[src/common/ivmu_pkg.sv]
// shared constants for the interrupt vector and mask unit
package ivmu_pkg;
  // register byte offsets on the avalon slave
  localparam int ADDR_W = 5;
  localparam logic [ADDR_W-1:0] OFS_VECBASE = 5'h00;
  localparam logic [ADDR_W-1:0] OFS_MASK = 5'h04;
  localparam logic [ADDR_W-1:0] OFS_CONFIG = 5'h08;
  localparam logic [ADDR_W-1:0] OFS_STATUS = 5'h0C;
  localparam logic [ADDR_W-1:0] OFS_IRQMASK = 5'h10;
  localparam logic [ADDR_W-1:0] OFS_VECTOR = 5'h14;
  // widths
  localparam int DATA_W = 32;
  localparam int BASE_W = 8;
  localparam int VADDR_W = 6;
  localparam int VEC_W = 16;
  localparam int MASK_W = 5;
  localparam int SRC_N = 6;
  // source positions in request, grant and status vectors
  localparam int SRC_RX = 0;
  localparam int SRC_TX = 1;
  localparam int SRC_TURN = 2;
  localparam int SRC_BIDIR = 3;
  localparam int SRC_TIMER = 4;
  localparam int SRC_NMI = 5;
  // direction bit of the configuration register, 1 = pin is output
  localparam int CFG_DIR_BIT = 0;
  // fixed vector addresses per source
  localparam logic [VADDR_W-1:0] VEC_RX = 6'h04;
  localparam logic [VADDR_W-1:0] VEC_TX = 6'h08;
  localparam logic [VADDR_W-1:0] VEC_TURN = 6'h0C;
  localparam logic [VADDR_W-1:0] VEC_BIDIR = 6'h10;
  localparam logic [VADDR_W-1:0] VEC_TIMER = 6'h14;
  localparam logic [VADDR_W-1:0] VEC_NMI = 6'h1C;
  // gap bits between base and vector address
  localparam logic [1:0] VEC_GAP = 2'h0;
  // reset values
  localparam logic [BASE_W-1:0] RST_VECBASE = 8'h00;
  localparam logic [MASK_W-1:0] RST_MASK = 5'h00;
  localparam logic RST_CFG_DIR = 1'b0;
  localparam logic [SRC_N-1:0] RST_STATUS = 6'h00;
  localparam logic [SRC_N-1:0] RST_IRQMASK = 6'h00;
  localparam logic [VEC_W-1:0] RST_VECTOR = 16'h0000;
endpackage

[src/logic/vector_select.sv]
// fixed priority pick among the gated requests
`timescale 1ns/1ps
module vector_select
  import ivmu_pkg::*;
(
  input wire logic [ivmu_pkg::SRC_N-1:0] req,
  output logic [ivmu_pkg::SRC_N-1:0] grant,
  output logic [ivmu_pkg::VADDR_W-1:0] vecAddr,
  output logic valid
);

  // nmi beats everything, then receiver down to timer
  always_comb begin
    grant = '0;
    vecAddr = '0;
    valid = |req;
    if (req[SRC_NMI]) begin
      grant[SRC_NMI] = 1'b1;
      vecAddr = VEC_NMI;
    end else if (req[SRC_RX]) begin
      grant[SRC_RX] = 1'b1;
      vecAddr = VEC_RX;
    end else if (req[SRC_TX]) begin
      grant[SRC_TX] = 1'b1;
      vecAddr = VEC_TX;
    end else if (req[SRC_TURN]) begin
      grant[SRC_TURN] = 1'b1;
      vecAddr = VEC_TURN;
    end else if (req[SRC_BIDIR]) begin
      grant[SRC_BIDIR] = 1'b1;
      vecAddr = VEC_BIDIR;
    end else if (req[SRC_TIMER]) begin
      grant[SRC_TIMER] = 1'b1;
      vecAddr = VEC_TIMER;
    end
  end

endmodule

[src/logic/interrupt_vector_mask_unit.sv]
// interrupt vectoring, masking and bidirectional pin control
//
// Added by the designer: the placing of the registers and the Avalon-MM slave port.
`timescale 1ns/1ps
// Behaviour
// - accepted vector is base register above, source vector address below
// - receiver 000100, transmitter 001000, nmi 011100
// - line turn-around 001100, bidirectional pin 010000, timer 010100
// - mask bit high blocks its source; bit 0 receiver, bit 4 timer
// - pin as output is driven from mask bit 3
// - pin as input is masked by mask bit 3
module interrupt_vector_mask_unit
  import ivmu_pkg::*;
(
  input wire logic clk,
  input wire logic rst,
  input wire logic [ivmu_pkg::ADDR_W-1:0] address,
  input wire logic read,
  input wire logic write,
  input wire logic [ivmu_pkg::DATA_W-1:0] writedata,
  output logic [ivmu_pkg::DATA_W-1:0] readdata,
  output logic waitrequest,
  input wire logic rxReq,
  input wire logic txReq,
  input wire logic turnReq,
  input wire logic timerReq,
  input wire logic nmiReq,
  input wire logic bidirIrqIn,
  output logic bidirIrqOut,
  output logic bidirIrqOe,
  output logic irqPending,
  input wire logic intAck,
  output logic [ivmu_pkg::VEC_W-1:0] vectorOut,
  output logic irq
);

  logic [BASE_W-1:0] vecBase_reg, vecBase_next;
  logic [MASK_W-1:0] mask_reg, mask_next;
  logic cfgDir_reg, cfgDir_next;
  logic [SRC_N-1:0] status_reg, status_next;
  logic [SRC_N-1:0] irqMask_reg, irqMask_next;
  logic [VEC_W-1:0] vector_reg, vector_next;
  logic [DATA_W-1:0] rdata_reg, rdata_next;
  logic resp_reg, resp_next;
  logic pinMeta_reg, pinSync_reg;
  logic [SRC_N-1:0] gatedReq;
  logic [SRC_N-1:0] grant;
  logic [VADDR_W-1:0] selAddr;
  logic selValid;
  logic accept;
  logic wrDone, rdDone;

  //////////////////////////////////////////////////////////////////////////
  // pin synchroniser: only the second stage feeds logic
  always_ff @(posedge clk) begin
    if (rst) begin
      pinMeta_reg <= 1'b0;
      pinSync_reg <= 1'b0;
    end else begin
      pinMeta_reg <= bidirIrqIn;
      pinSync_reg <= pinMeta_reg;
    end
  end

  //////////////////////////////////////////////////////////////////////////
  // source gating; the pin is no source while we drive it ourselves
  always_comb begin
    gatedReq = '0;
    gatedReq[SRC_RX] = rxReq & ~mask_reg[SRC_RX];
    gatedReq[SRC_TX] = txReq & ~mask_reg[SRC_TX];
    gatedReq[SRC_TURN] = turnReq & ~mask_reg[SRC_TURN];
    gatedReq[SRC_BIDIR] = pinSync_reg & ~cfgDir_reg
                          & ~mask_reg[SRC_BIDIR];
    gatedReq[SRC_TIMER] = timerReq & ~mask_reg[SRC_TIMER];
    gatedReq[SRC_NMI] = nmiReq;
  end

  vector_select u_select (
    .req(gatedReq),
    .grant(grant),
    .vecAddr(selAddr),
    .valid(selValid)
  );

  // core sees a level; it acknowledges with a one-cycle pulse
  assign irqPending = selValid;
  assign accept = intAck & selValid;

  //////////////////////////////////////////////////////////////////////////
  // avalon slave: exactly one wait cycle on every access
  assign waitrequest = (read | write) & ~resp_reg;
  assign wrDone = write & resp_reg;
  assign rdDone = read & resp_reg;
  assign readdata = rdata_reg;

  always_comb begin
    resp_next = (read | write) & ~resp_reg;
    rdata_next = rdata_reg;
    if (read & ~resp_reg) begin
      // unmapped offsets answer zero
      case (address)
        OFS_VECBASE: rdata_next = DATA_W'(vecBase_reg);
        OFS_MASK: rdata_next = DATA_W'(mask_reg);
        OFS_CONFIG: rdata_next = DATA_W'(cfgDir_reg);
        OFS_STATUS: rdata_next = DATA_W'(status_reg);
        OFS_IRQMASK: rdata_next = DATA_W'(irqMask_reg);
        OFS_VECTOR: rdata_next = DATA_W'(vector_reg);
        default: rdata_next = '0;
      endcase
    end
  end

  always_ff @(posedge clk) begin
    if (rst) begin
      resp_reg <= 1'b0;
      rdata_reg <= '0;
    end else begin
      resp_reg <= resp_next;
      rdata_reg <= rdata_next;
    end
  end

  //////////////////////////////////////////////////////////////////////////
  // software registers, vector capture and sticky status
  always_comb begin
    vecBase_next = vecBase_reg;
    mask_next = mask_reg;
    cfgDir_next = cfgDir_reg;
    irqMask_next = irqMask_reg;
    vector_next = vector_reg;
    status_next = status_reg;
    if (wrDone) begin
      case (address)
        OFS_VECBASE: vecBase_next = writedata[BASE_W-1:0];
        OFS_MASK: mask_next = writedata[MASK_W-1:0];
        OFS_CONFIG: cfgDir_next = writedata[CFG_DIR_BIT];
        OFS_IRQMASK: irqMask_next = writedata[SRC_N-1:0];
        default: ;
      endcase
    end
    if (rdDone && address == OFS_STATUS) begin
      status_next = '0;
    end
    if (accept) begin
      vector_next = {vecBase_reg, VEC_GAP, selAddr};
      // set after clear so a same-cycle event survives the read
      status_next = status_next | grant;
    end
  end

  always_ff @(posedge clk) begin
    if (rst) begin
      vecBase_reg <= RST_VECBASE;
      mask_reg <= RST_MASK;
      cfgDir_reg <= RST_CFG_DIR;
      irqMask_reg <= RST_IRQMASK;
      vector_reg <= RST_VECTOR;
      status_reg <= RST_STATUS;
    end else begin
      vecBase_reg <= vecBase_next;
      mask_reg <= mask_next;
      cfgDir_reg <= cfgDir_next;
      irqMask_reg <= irqMask_next;
      vector_reg <= vector_next;
      status_reg <= status_next;
    end
  end

  // pin level is the mask bit itself while configured as output
  assign bidirIrqOut = mask_reg[SRC_BIDIR];
  assign bidirIrqOe = cfgDir_reg;
  assign vectorOut = vector_reg;
  assign irq = |(status_reg & irqMask_reg);

  //////////////////////////////////////////////////////////////////////////
  // checks
  vec_form_a: assert property (
    @(posedge clk) disable iff (rst)
    accept |=> vectorOut[15:8] == $past(vecBase_reg) && vectorOut[7:6] == 2'h0)
    else $error("vector base or gap wrong");

  vec_rx_a: assert property (
    @(posedge clk) disable iff (rst)
    intAck && rxReq && !mask_reg[0] && !nmiReq |=> vectorOut[5:0] == 6'h04)
    else $error("receiver vector wrong");

  vec_nmi_a: assert property (
    @(posedge clk) disable iff (rst)
    intAck && nmiReq |=> vectorOut[5:0] == 6'h1C && status_reg[5])
    else $error("nmi vector wrong");

  vec_timer_a: assert property (
    @(posedge clk) disable iff (rst)
    intAck && timerReq && mask_reg[3:0] == 4'hF && !nmiReq
    |=> vectorOut[5:0] == 6'h14)
    else $error("timer vector wrong");

  prio_tx_a: assert property (
    @(posedge clk) disable iff (rst)
    intAck && txReq && turnReq && !mask_reg[1] && (mask_reg[0] || !rxReq)
    && !nmiReq |=> vectorOut[5:0] == 6'h08)
    else $error("transmitter priority wrong");

  mask_all_a: assert property (
    @(posedge clk) disable iff (rst)
    mask_reg == 5'h1F && !nmiReq |-> !irqPending)
    else $error("masked source requested");

  pin_drive_a: assert property (
    @(posedge clk) disable iff (rst)
    wrDone && address == OFS_MASK && cfgDir_reg
    |=> bidirIrqOe && bidirIrqOut == $past(writedata[3]))
    else $error("pin not driven from mask bit");

  pin_mask_a: assert property (
    @(posedge clk) disable iff (rst)
    accept && mask_reg[3] |=> vectorOut[5:0] != 6'h10)
    else $error("masked pin source taken");

  nmi_pend_a: assert property (
    @(posedge clk) disable iff (rst)
    nmiReq |-> irqPending)
    else $error("nmi not pending");

  bus_wait_a: assert property (
    @(posedge clk) disable iff (rst)
    $rose(read) && !resp_reg |-> waitrequest ##1 !waitrequest)
    else $error("read answer not after one wait");

endmodule

[config.mk]
export PLATFORM = sky130hd
export DESIGN_NAME = interrupt_vector_mask_unit
export DESIGN_NICKNAME = d
export VERILOG_FILES = /design/src/common/ivmu_pkg.sv /design/src/logic/vector_select.sv /design/src/logic/interrupt_vector_mask_unit.sv
export SDC_FILE = /design/constraint.sdc
export NUM_CORES = 1
export LEC_CHECK = 0
export BUFFER_PORTS_ARGS = -buffer_cell sky130_fd_sc_hd__buf_2
export CELL_PAD_IN_SITES_DETAIL_PLACEMENT = 1
export CELL_PAD_IN_SITES_GLOBAL_PLACEMENT = 1
export CORE_ASPECT_RATIO = 2
export CORE_MARGIN = 4
export CORE_UTILIZATION = 32
export CTS_CLUSTER_SIZE = 8
export DETAILED_ROUTE_END_ITERATION = 10
export PLACE_DENSITY_LB_ADDON = 0.1
export SYNTH_ARGS = -nofsm -noshare
export SYNTH_HDL_FRONTEND = slang
export SYNTH_SLANG_ARGS = --single-unit
[constraint.sdc]
create_clock -name clk -period 1.6 [get_ports clk]
set_input_delay 0.32 -clock clk [delete_from_list [all_inputs] [get_ports clk]]
set_output_delay 0.32 -clock clk [all_outputs]
set_load 0.05 [all_outputs]
Word-level counts from Yosys, hierarchy flattened:

Index checks and enable logic that the tools add are counted.

* equal/unequal tests: 5
* muxes and demuxes: 20
* bitwise operators: 21
* reduce and logical (&&, ||, !) cells: 8

Operators with widths (count)
* $pmux 16 s6: 1
* $mux 6: 7
* $reduce_or 6->1: 2
* $and 1x1->1: 11
* $eq 5x4->1 const B: 2
* $eq 5x5->1 const B: 2
* $mux 5: 2
* $reduce_and 2->1: 4
* $mux 1: 7
* $not 1->1: 7
* $and 6x6->6: 1
* $or 6x6->6: 1
* $eq 5x3->1 const B: 1
* $logic_not 5->1: 1
* $mux 4: 1
* $mux 3: 1
* $mux 2: 1
* $logic_and 1x1->1: 1
* $or 1x1->1: 1

* register bits after elaboration: 75
* bits of input ports: 48
* output and inout port bits: 53
* logic and storage cells: 64

Longest topological paths before layout:

Gate-level depths: netlist of run 1.

* depth in word-level cells: 10
* depth in mapped cells: 6
* gate-level depth less buffers: 4

By module:

A second synthesis of run 1 with hierarchy kept.

* cell total of the unflattened synthesis: 317
* area, all modules: 2721.4 µm²

By module, submodules not included
* interrupt_vector_mask_unit: instances 1, cells an instance 297, area each 2591.2 µm², sequential area each 1181.1 µm²
* vector_select: instances 1, cells an instance 20, area each 130.1 µm², sequential area each 0.0 µm²

Worst setup path before layout of run 1:

No wires, ideal clock.

* path type: reg-to-output
* start: reg cfgDir_reg, in the netlist bidirIrqOe
* end: out irqPending
* data arrival time: 1.537 ns
* required time: 1.280 ns
* slack: -0.257 ns
* stages on the path, launching flop included: 4
* buffers on the path: 0
* path through: dfxtp_1 > nor3b_1 > nor3_1 > nand3_1

* cells in the longest elaborated chain, start to end: 4

RTL lines
* start: declaration: line interrupt_vector_mask_unit.sv:39 `logic cfgDir_reg, cfgDir_next;`
* start signal: assignment: line interrupt_vector_mask_unit.sv:162 `cfgDir_reg <= cfgDir_next;`
* $not 1->1: line interrupt_vector_mask_unit.sv:72 `gatedReq[SRC_BIDIR] = pinSync_reg & ~cfgDir_reg`
* $and 1x1->1: line interrupt_vector_mask_unit.sv:72
* $and 1x1->1: line interrupt_vector_mask_unit.sv:73 `& ~mask_reg[SRC_BIDIR];`
* $reduce_or 6->1: line vector_select.sv:16 `valid = |req;`
* end: declaration: line interrupt_vector_mask_unit.sv:31 `output logic irqPending,`

No other way between the ends.

Final worst setup path of run 1:

* start: reg mask_reg[3]
* end: reg rdata_reg[3], in the netlist readdata[3]

* cells in the longest elaborated chain, start to end: 1

RTL lines
* start: declaration: line interrupt_vector_mask_unit.sv:38 `logic [MASK_W-1:0] mask_reg, mask_next;`
* start signal: assignment: line interrupt_vector_mask_unit.sv:161 `mask_reg <= mask_next;`
* $pmux 16 s6: line interrupt_vector_mask_unit.sv:101 `case (address)`
* end signal: assignment: line interrupt_vector_mask_unit.sv:119 `rdata_reg <= rdata_next;`
* end: declaration: line interrupt_vector_mask_unit.sv:43 `logic [DATA_W-1:0] rdata_reg, rdata_next;`

No other way between the ends.
A chain may end at the register's enable or synchronous reset.

==> out/summary.txt, run 1 <==
status -> completed
Max clock buf depth -> 2
grt ovf -> 0
GRT Resource Usage Total -> 17.5%
Die Height -> 135 um
final RePlAce weighted congestion -> 0.858
Starting Density -> 32.8%
Die X -> 71.5 um
Startpoint Class -> flop
CP Data Required Time -> 1780 ps
LEAKAGE -> 1.49 nW
dpl hpwl -> 6.63 mm
layout cell share with drive strength beyond 1 -> 33.6%
final WL -> 8.32 mm
RSZ-0062 raised after global routing -> true
largest area contributor in the netlist -> dfxtp_1
final setup TNS -> 0 ps
FF-to-FF path depth -> 4
Pwr Density -> 884 nW/um2
DR WL/cell -> 18.1 um
Clock Skew -> 6.67 ps
vias in the first global route -> 2331
min Tclk post-route -> 1570 ps
Cells after Synth -> 279
post-placement cell area -> 3120 um2
Max Fclk -> 0.636 GHz
Layout Nets -> 410
synth top area cells -> dfxtp_1 (43%), mux2i_1 (12%), buf_4 (6.1%), nor2_1 (5.8%), a22oi_1 (4.4%)
antenna violations before repair -> 0
Hold EP -> pinMeta_reg
Final setup viols -> 0
Worst-Skew Late Latency -> 300 ps
Num CTS Buffers -> 5
Cells after DPL -> 449
Ant. Diodes -> 0
H-tree depth -> 2
synth warn -> 0
Non-Filler Instances -> 459
max reg flops -> 16
FF-to-FF End -> readdata[3]
Placement Setup Slack -> -101 ps
Final WS setup -> 26.7 ps
final worst-path cycle share -> 98.3%
Area growth syn-to-layout -> 30.1%
largest net degree at the start of global routing -> 30
CP Max Fanout -> 4
Final Instance Area -> 3360 um2
Clk pin slew, worst setup/hold paths -> 80 ps
RR Startpoint -> mask_reg[3]
post-layout util -> 42.6%
Setup CP Type -> flop to flop
worst hold slack -> 228 ps
die area -> 9660 um2
worst reg2reg setup slack -> 30 ps
Max IR drop VDD -> 0.000445 V
clk sinks -> 56
Syn Std Cell Area -> 2580 um2
vias per cell -> 4.99
core area -> 7890 um2
Via Count -> 2292
register bit total from synthesis -> 56
hold depth -> 2
Port-buffer cells -> 55
Hold Vio Cnt, Final -> 0
Worst Hold Class -> input port to flop
row count -> 46
I/O Pins -> 101
first-pass iteration count of the detailed router -> 4
Worst Min Path Start -> bidirIrqIn
Yosys cell types -> 39
Avg Synthesized Cell Area -> 9.26 um2
initial DRC count -> 112
first-pass GRT wire length -> 12.7 mm
CTS root buf -> clkbuf_16
CTS tree -> done
Setup crit end kind -> flop
DRC -> 0
PnR Total Power -> 2.97 mW
Arr. time, crit path -> 1750 ps
sequential cell area fraction in the yosys report -> 43.4%
Pins Over Slew Limit -> 0
share of the synthesized area in the top cell type -> 43.4%
ANT nets after route -> 0
Max Cap Viol -> 0
where the power goes:
group / total (mW) / switching, mW / internal (mW)
sequential: 1.42 / 0.0143 / 1.41
clock: 1.12 / 0.537 / 0.588
combinational: 0.424 / 0.298 / 0.126
total: 2.97 / 0.849 / 2.12
cell usage in the layout, fill, tap and decap left out, drive strengths merged, types with 2 or more instances in the layout:
cell type,synthesis,final
nand2,22,22
mux2i,30,30
and2,3,3
a222oi,3,3
nand3b,2,2
nor2,40,40
nand4b,3,3
clkinv,1,3
nor2b,7,7
a21oi,12,12
a32oi,3,3
nand2b,3,3
o21ai,4,4
a211oi,2,2
dfxtp,56,56
inv,1,2
or3,2,2
mux4,3,3
clkbuf,9,5
conb,1,21
a22oi,15,15
nand4,2,2
o21a,2,2
buf,25,90
nand3,7,7
nor3,13,13
Yosys cell counts (all sizes together):
| cell type | number |
|---|---|
| nor3b | 1 |
| nor2b | 7 |
| nand4b | 3 |
| nand4 | 2 |
| o21ai | 4 |
| a222oi | 3 |
| buf | 25 |
| a21oi | 12 |
| a211oi | 2 |
| mux2i | 30 |
| a32oi | 3 |
| mux4 | 3 |
| o21ba | 1 |
| o21a | 2 |
| nand3b | 2 |
| nand3 | 7 |
| and4 | 1 |
| dfxtp | 56 |
| clkinv | 1 |
| a31oi | 1 |
| a2111oi | 1 |
| or3 | 2 |
| nand2b | 3 |
| a311oi | 1 |
| a22o | 1 |
| a22oi | 15 |
| clkbuf | 9 |
| nand2 | 22 |
| or3b | 1 |
| nor2 | 40 |
| nor3 | 13 |
| conb | 1 |
| and2 | 3 |
| inv | 1 |
worst max path at each step:
stage,start,to,depth (start not counted)
global route,pinSync_reg,irqPending,4
finish,mask_reg[3],readdata[3],4
CTS,mask_reg[3],vectorOut[8],6
detailed placement,pinSync_reg,vectorOut[2],6
global placement,pinSync_reg,vectorOut[10],6
floorplan,bidirIrqOe,irqPending,3
metal layers:
metal	GRT usage (%)	wire, um
met5	0	0
met4	9.00	270
met3	3.06	353
met2	35.4	4940
met1	15.5	2750
worst max-delay path, cell delays in order (launching register included):
cell	delay [ps]
dfxtp_2	360
buf_4	160
mux4_2	500
a222oi_1	340
nor3_1	90
what timing repair did:
item                                    CTS  global route
gates resized for setup                  10            11
endpoints found under the setup margin   10            10
setup buffers                             3             0
pin swaps                                 3             4
hold buffers                              0             0
layout make-up:
cell class	count	area [um2]
tap	96	120
clock buffer	5	125
sequential	56	1130
clock inverter	3	22.5
multi-input combinational	207	1380
inverter	2	7.51
timing repair buffer	90	579
fill	938	4520
cell families (layout without fill, tap and decap cells):
kind of cell    count (synthesis)  in the layout  synth area share [%]
compound gates                 46             46                  13.2
buf+inv                        36            100                  8.47
flops                          56             56                  43.4
mux                            33             33                  14.2
other cells                     1             21                 0.145
simple gates                  107            107                  20.6
No activity file was read; power rests on OpenSTA's default activity.
==> inputs of run 2 (changes only) <==
- ABC_AREA: unset -> 0
- CAP_MARGIN: unset -> 5
- CORE_UTILIZATION: 32 -> 33
- CTS_BUF_LIST: unset -> sky130_fd_sc_hd__clkbuf_8
==> run 2 against run 1 <==
The run now ends with setup timing left. Total power shrank 4.7%. Core utilization grew 1.6 points. Worst setup slack lost 32 ps. Final area is essentially flat. Maximum frequency shrank 2.0%. Via count grew 0.96%. Largest cell class unchanged.
==> out/summary.txt, run 2 (synthesis results as in run 1) <==
status -> finished with violations
failing checks -> setup timing
row count -> 45
first-pass GRT wire length -> 13.1 mm
final RePlAce weighted congestion -> 0.839
global route hottest layer -> met2
Hold EP -> pinMeta_reg
clk sinks -> 56
Worst Max-Slew Pin Slew -> 495 ps
Die Height -> 133 um
H-tree depth -> 2
DRC -> 0
met2 Usage GRT -> 36.1%
Port-buffer cells -> 55
met1 global-route usage -> 17.5%
Hold Vio Cnt, Final -> 0
core area -> 7600 um2
Pins Over Slew Limit -> 0
Internal Power -> 2.01 mW
largest net degree at the start of global routing -> 35
Final setup viols -> 1
GRT Resource Usage Total -> 18.2%
Setup crit end kind -> primary output
Sequential Power Share -> 50.3%
CP Data Required Time -> 1280 ps
Comb power frac -> 14.9%
Worst Min Path Start -> bidirIrqIn
Startpoint Class -> flop
Clk pin slew, worst setup/hold paths -> 100 ps
vias in the first global route -> 2420
Max clock buf depth -> 2
layout cell share with drive strength beyond 1 -> 34.6%
Worst-Skew Late Latency -> 330 ps
Layout Nets -> 411
final worst-path cycle share -> 100%
LEAKAGE -> 1.50 nW
Die X -> 70.6 um
Num CTS Buffers -> 5
Clock Skew -> 14.9 ps
Area growth syn-to-layout -> 30.0%
first-pass iteration count of the detailed router -> 4
dpl hpwl -> 6.55 mm
Worst slew margin -> 66.8%
Ant. Diodes -> 0
RSZ-0062 raised after global routing -> true
initial DRC count -> 87
Setup CP Type -> flop to primary output
CTS tree -> done
I/O Pins -> 101
met3 usage -> 3.02%
sw power -> 820 uW
Via Count -> 2314
FF-to-FF End -> readdata[3]
DR WL/cell -> 18.2 um
min Tclk post-route -> 1610 ps
hold buffers post-CTS -> 0
hold depth -> 2
Max IR drop VDD -> 0.000467 V
Arr. time, crit path -> 1290 ps
CTS root buf -> clkbuf_8
final WL -> 8.35 mm
Clock Power Share -> 34.7%
RR Startpoint -> mask_reg[3]
grt ovf -> 0
Max Fclk -> 0.623 GHz
post-placement cell area -> 3130 um2
most frequent cells in the layout -> buf_2 (53), dfxtp_1 (50), nor2_1 (39)
Final Instance Area -> 3360 um2
Max Cap Viol -> 0
worst reg2reg setup slack -> 50 ps
final setup TNS -> -5.31 ps
Pwr Density -> 843 nW/um2
max reg flops -> 16
vias per cell -> 5.05
antenna violations before repair -> 0
ANT nets after route -> 0
die area -> 9390 um2
most common cell after layout, fill and taps aside -> buf_2
CP Max Fanout -> 2
Starting Density -> 34.0%
FF-to-FF path depth -> 4
Final WS setup -> -5.31 ps
Worst Hold Class -> input port to flop
Sw Share -> 29.0%
[run 2: cell count changes in the layout (fill, tap and decap cells not counted), sizes merged]
cell    before  now
bufinv       0    1
buf         90   91
clkinv       3    2
[run 2: area by class of cell]
type / count / area [um2]
sequential: 56 / 1130
inverter: 2 / 7.51
fill: 938 / 4240
tap: 94 / 118
multi-input combinational: 207 / 1390
clock buffer: 5 / 68.8
timing repair buffer: 91 / 603
clock inverter: 3 / 46.3
[run 2: per-layer routing]
metal,part of all wire (%),vias to the layer above
met1,34,1105
li1,-,1121
met4,3.4,0
met2,58,72
met3,4.3,16
met5,0,-
[run 2: power groups by stage]
stage          combinational, mW  sequential, mW  clock [mW]
6_report                   0.422            1.42       0.983
5_1_grt                    0.452            1.43        1.06
4_1_cts                    0.417            1.42        1.02
3_5_place_dp               0.406            1.46           0
3_3_place_gp               0.405            1.46           0
2_1_floorplan              0.286            1.47           0
[run 2: per-stage QoR]
stage / hold WS [ps] / cells / setup slack, ps / util, % / total power, mW
floorplan: 414 / 299 / 40.0 / - / 1.76
global placement: 423 / 447 / -108 / 41.2 / 1.86
detailed placement: 435 / 447 / -98.8 / 41.2 / 1.86
CTS: 187 / 458 / -53.4 / 43.7 / 2.86
global route: 205 / 458 / -55.3 / 44.2 / 2.94
finish: 201 / 458 / -5.31 / 44.2 / 2.83
[run 2: how the worst max path moves through the flow]
| stage | cells after the start | end | startpoint |
|---|---|---|---|
| finish | 4 | irqPending | pinSync_reg |
| global route | 4 | irqPending | pinSync_reg |
| CTS | 4 | irqPending | pinSync_reg |
| detailed placement | 6 | vectorOut[14] | pinSync_reg |
| global placement | 4 | readdata[3] | address[4] |
| floorplan | 3 | irqPending | bidirIrqOe |
[run 2: timing repair]
item / 4_1_cts / 5_1_grt
endpoints found under the setup margin: 11 / 10
pin swaps: 3 / 5
setup buffers: 4 / 1
gates resized for setup: 15 / 8
[run 2: critical path, cell delays in order (launching register included)]
cell and delay [ps]:
dfxtp_2 350, nor3b_4 160, nor3_4 180, nand3_2 110, buf_8 160
==> inputs of run 3 (changes only) <==
--- a/constraint.sdc
+++ b/constraint.sdc
@@ -3,2 +3,2 @@
 set_output_delay 0.32 -clock clk [all_outputs]
-set_load 0.05 [all_outputs]
+set_load 0.01 [all_outputs]
==> run 3 against run 2 <==
The flow still finishes with violations (setup timing). Sequential cell count unchanged. Critical path depth is 1 higher. Clock skew decreased by 7.0 ps. Critical path type unchanged. Combinational power shrank 32%. Total power is 6.2% lower. Core utilization shrank 2.0 points. Critical endpoint unchanged. Maximum frequency down 3.4%. Hold slack improved by 27 ps.
==> out/summary.txt, run 3 (synthesis results as in run 1) <==
Final WS setup -> -61.5 ps
core area -> 7600 um2
worst reg2reg setup slack -> 130 ps
Arr. time, crit path -> 1340 ps
Max IR drop VDD -> 0.000479 V
Worst-Skew Late Latency -> 320 ps
row count -> 45
initial DRC count -> 112
first-pass iteration count of the detailed router -> 4
dpl hpwl -> 6.31 mm
ANT nets after route -> 0
hold buffers post-CTS -> 0
I/O Pins -> 101
final setup TNS -> -61.5 ps
Max Fclk -> 0.602 GHz
largest net degree at the start of global routing -> 48
CTS tree -> done
# fillers -> 952
Max Cap Viol -> 0
CP Max Fanout -> 2
max reg flops -> 16
GRT Resource Usage Total -> 17.2%
Comb power frac -> 10.9%
failing checks -> setup timing
layout cell share with drive strength beyond 1 -> 29.7%
sw power -> 668 uW
Startpoint Class -> flop
Worst Hold Class -> input port to flop
first-pass GRT wire length -> 12.4 mm
Placement Setup Slack -> -61.0 ps
Starting Density -> 34.0%
Clock Skew -> 7.88 ps
die area -> 9390 um2
antenna violations before repair -> 0
Max clock buf depth -> 2
most frequent cells in the layout -> buf_2 (54), dfxtp_1 (53), nor2_1 (40)
clk sinks -> 56
LEAKAGE -> 1.43 nW
min Tclk post-route -> 1660 ps
Sw Share -> 25.1%
Hold Vio Cnt, Final -> 0
worst hold slack -> 228 ps
Num CTS Buffers -> 5
Area growth syn-to-layout -> 24.2%
post-layout util -> 42.2%
CP Data Required Time -> 1280 ps
RSZ-0062 raised after global routing -> true
vias per cell -> 5.04
Ant. Diodes -> 0
H-tree depth -> 2
most common cell after layout, fill and taps aside -> buf_2
PnR Total Power -> 2.66 mW
Port-buffer cells -> 55
grt ovf -> 0
Internal Power -> 1.99 mW
Setup CP Type -> flop to primary output
Setup crit end kind -> primary output
Pins Over Slew Limit -> 0
CTS root buf -> clkbuf_8
final worst-path cycle share -> 104%
status -> finished with violations
area occupied by multi-input gates -> 1340 um2
Die X -> 70.6 um
Die Height -> 133 um
Final setup viols -> 1
final WL -> 7.95 mm
Sequential Power Share -> 53.6%
vias in the first global route -> 2367
Via Count -> 2260
Pwr Density -> 828 nW/um2
Layout Nets -> 401
Sequential Area -> 1130 um2
Clock Power Share -> 35.6%
DR WL/cell -> 17.7 um
Clk pin slew, worst setup/hold paths -> 100 ps
DRC -> 0
final RePlAce weighted congestion -> 0.819
[run 3: final timing paths]
| check | from | endpoint | cells past startpoint |
|---|---|---|---|
| max | pinSync_reg | irqPending | 5 |
| min reg2reg | pinMeta_reg | pinSync_reg | 1 |
| min | bidirIrqIn | pinMeta_reg | 2 |
| max reg2reg | mask_reg[2] | vectorOut[10] | 5 |
[run 3: cell type report]
| cell class | count | share of cell area, % |
|---|---|---|
| tap | 94 | 3.67 |
| multi-input combinational | 207 | 41.8 |
| sequential | 56 | 35.1 |
| inverter | 2 | 0.234 |
| clock inverter | 3 | 1.33 |
| timing repair buffer | 81 | 15.6 |
| clock buffer | 5 | 2.15 |
[run 3: timing repair]
action / CTS / global route
resized for setup: 10 / 0
pin swaps: 1 / 1
setup endpoints to repair: 1 / 1
gates cloned: 0 / 0
setup buffers: 1 / 0
[run 3: worst max-delay path, stage by stage, from the launching register on]
cell and delay [ps]:
dfxtp_2 340, nor3b_4 150, nor3_2 190, buf_4 150, nand3_2 70, buf_6 130
[run 3: layer usage]
| metal | GRT usage [%] | wire, um | vias up |
|---|---|---|---|
| li1 | - | - | 1100 |
| met1 | 16.5 | 2700 | 1086 |
| met2 | 34.1 | 4680 | 59 |
| met3 | 2.79 | 312 | 15 |
| met4 | 8.05 | 254 | 0 |
| met5 | 0 | 0 | - |
[run 3: power groups by stage]
stage / Combinational, mW / Clock, mW / Sequential, mW
final: 0.289 / 0.944 / 1.42
after global routing: 0.318 / 1.05 / 1.43
after CTS: 0.290 / 0.991 / 1.42
after detailed placement: 0.284 / 0 / 1.46
after global placement: 0.281 / 0 / 1.46
after floorplan: 0.189 / 0 / 1.45
[run 3: stage by stage]
stage | instance area, um2 | std cells
final | 3210 | 448
after global routing | 3210 | 448
after CTS | 3210 | 448
after detailed placement | 3050 | 439
after global placement | 3050 | 439
after floorplan | 2660 | 299
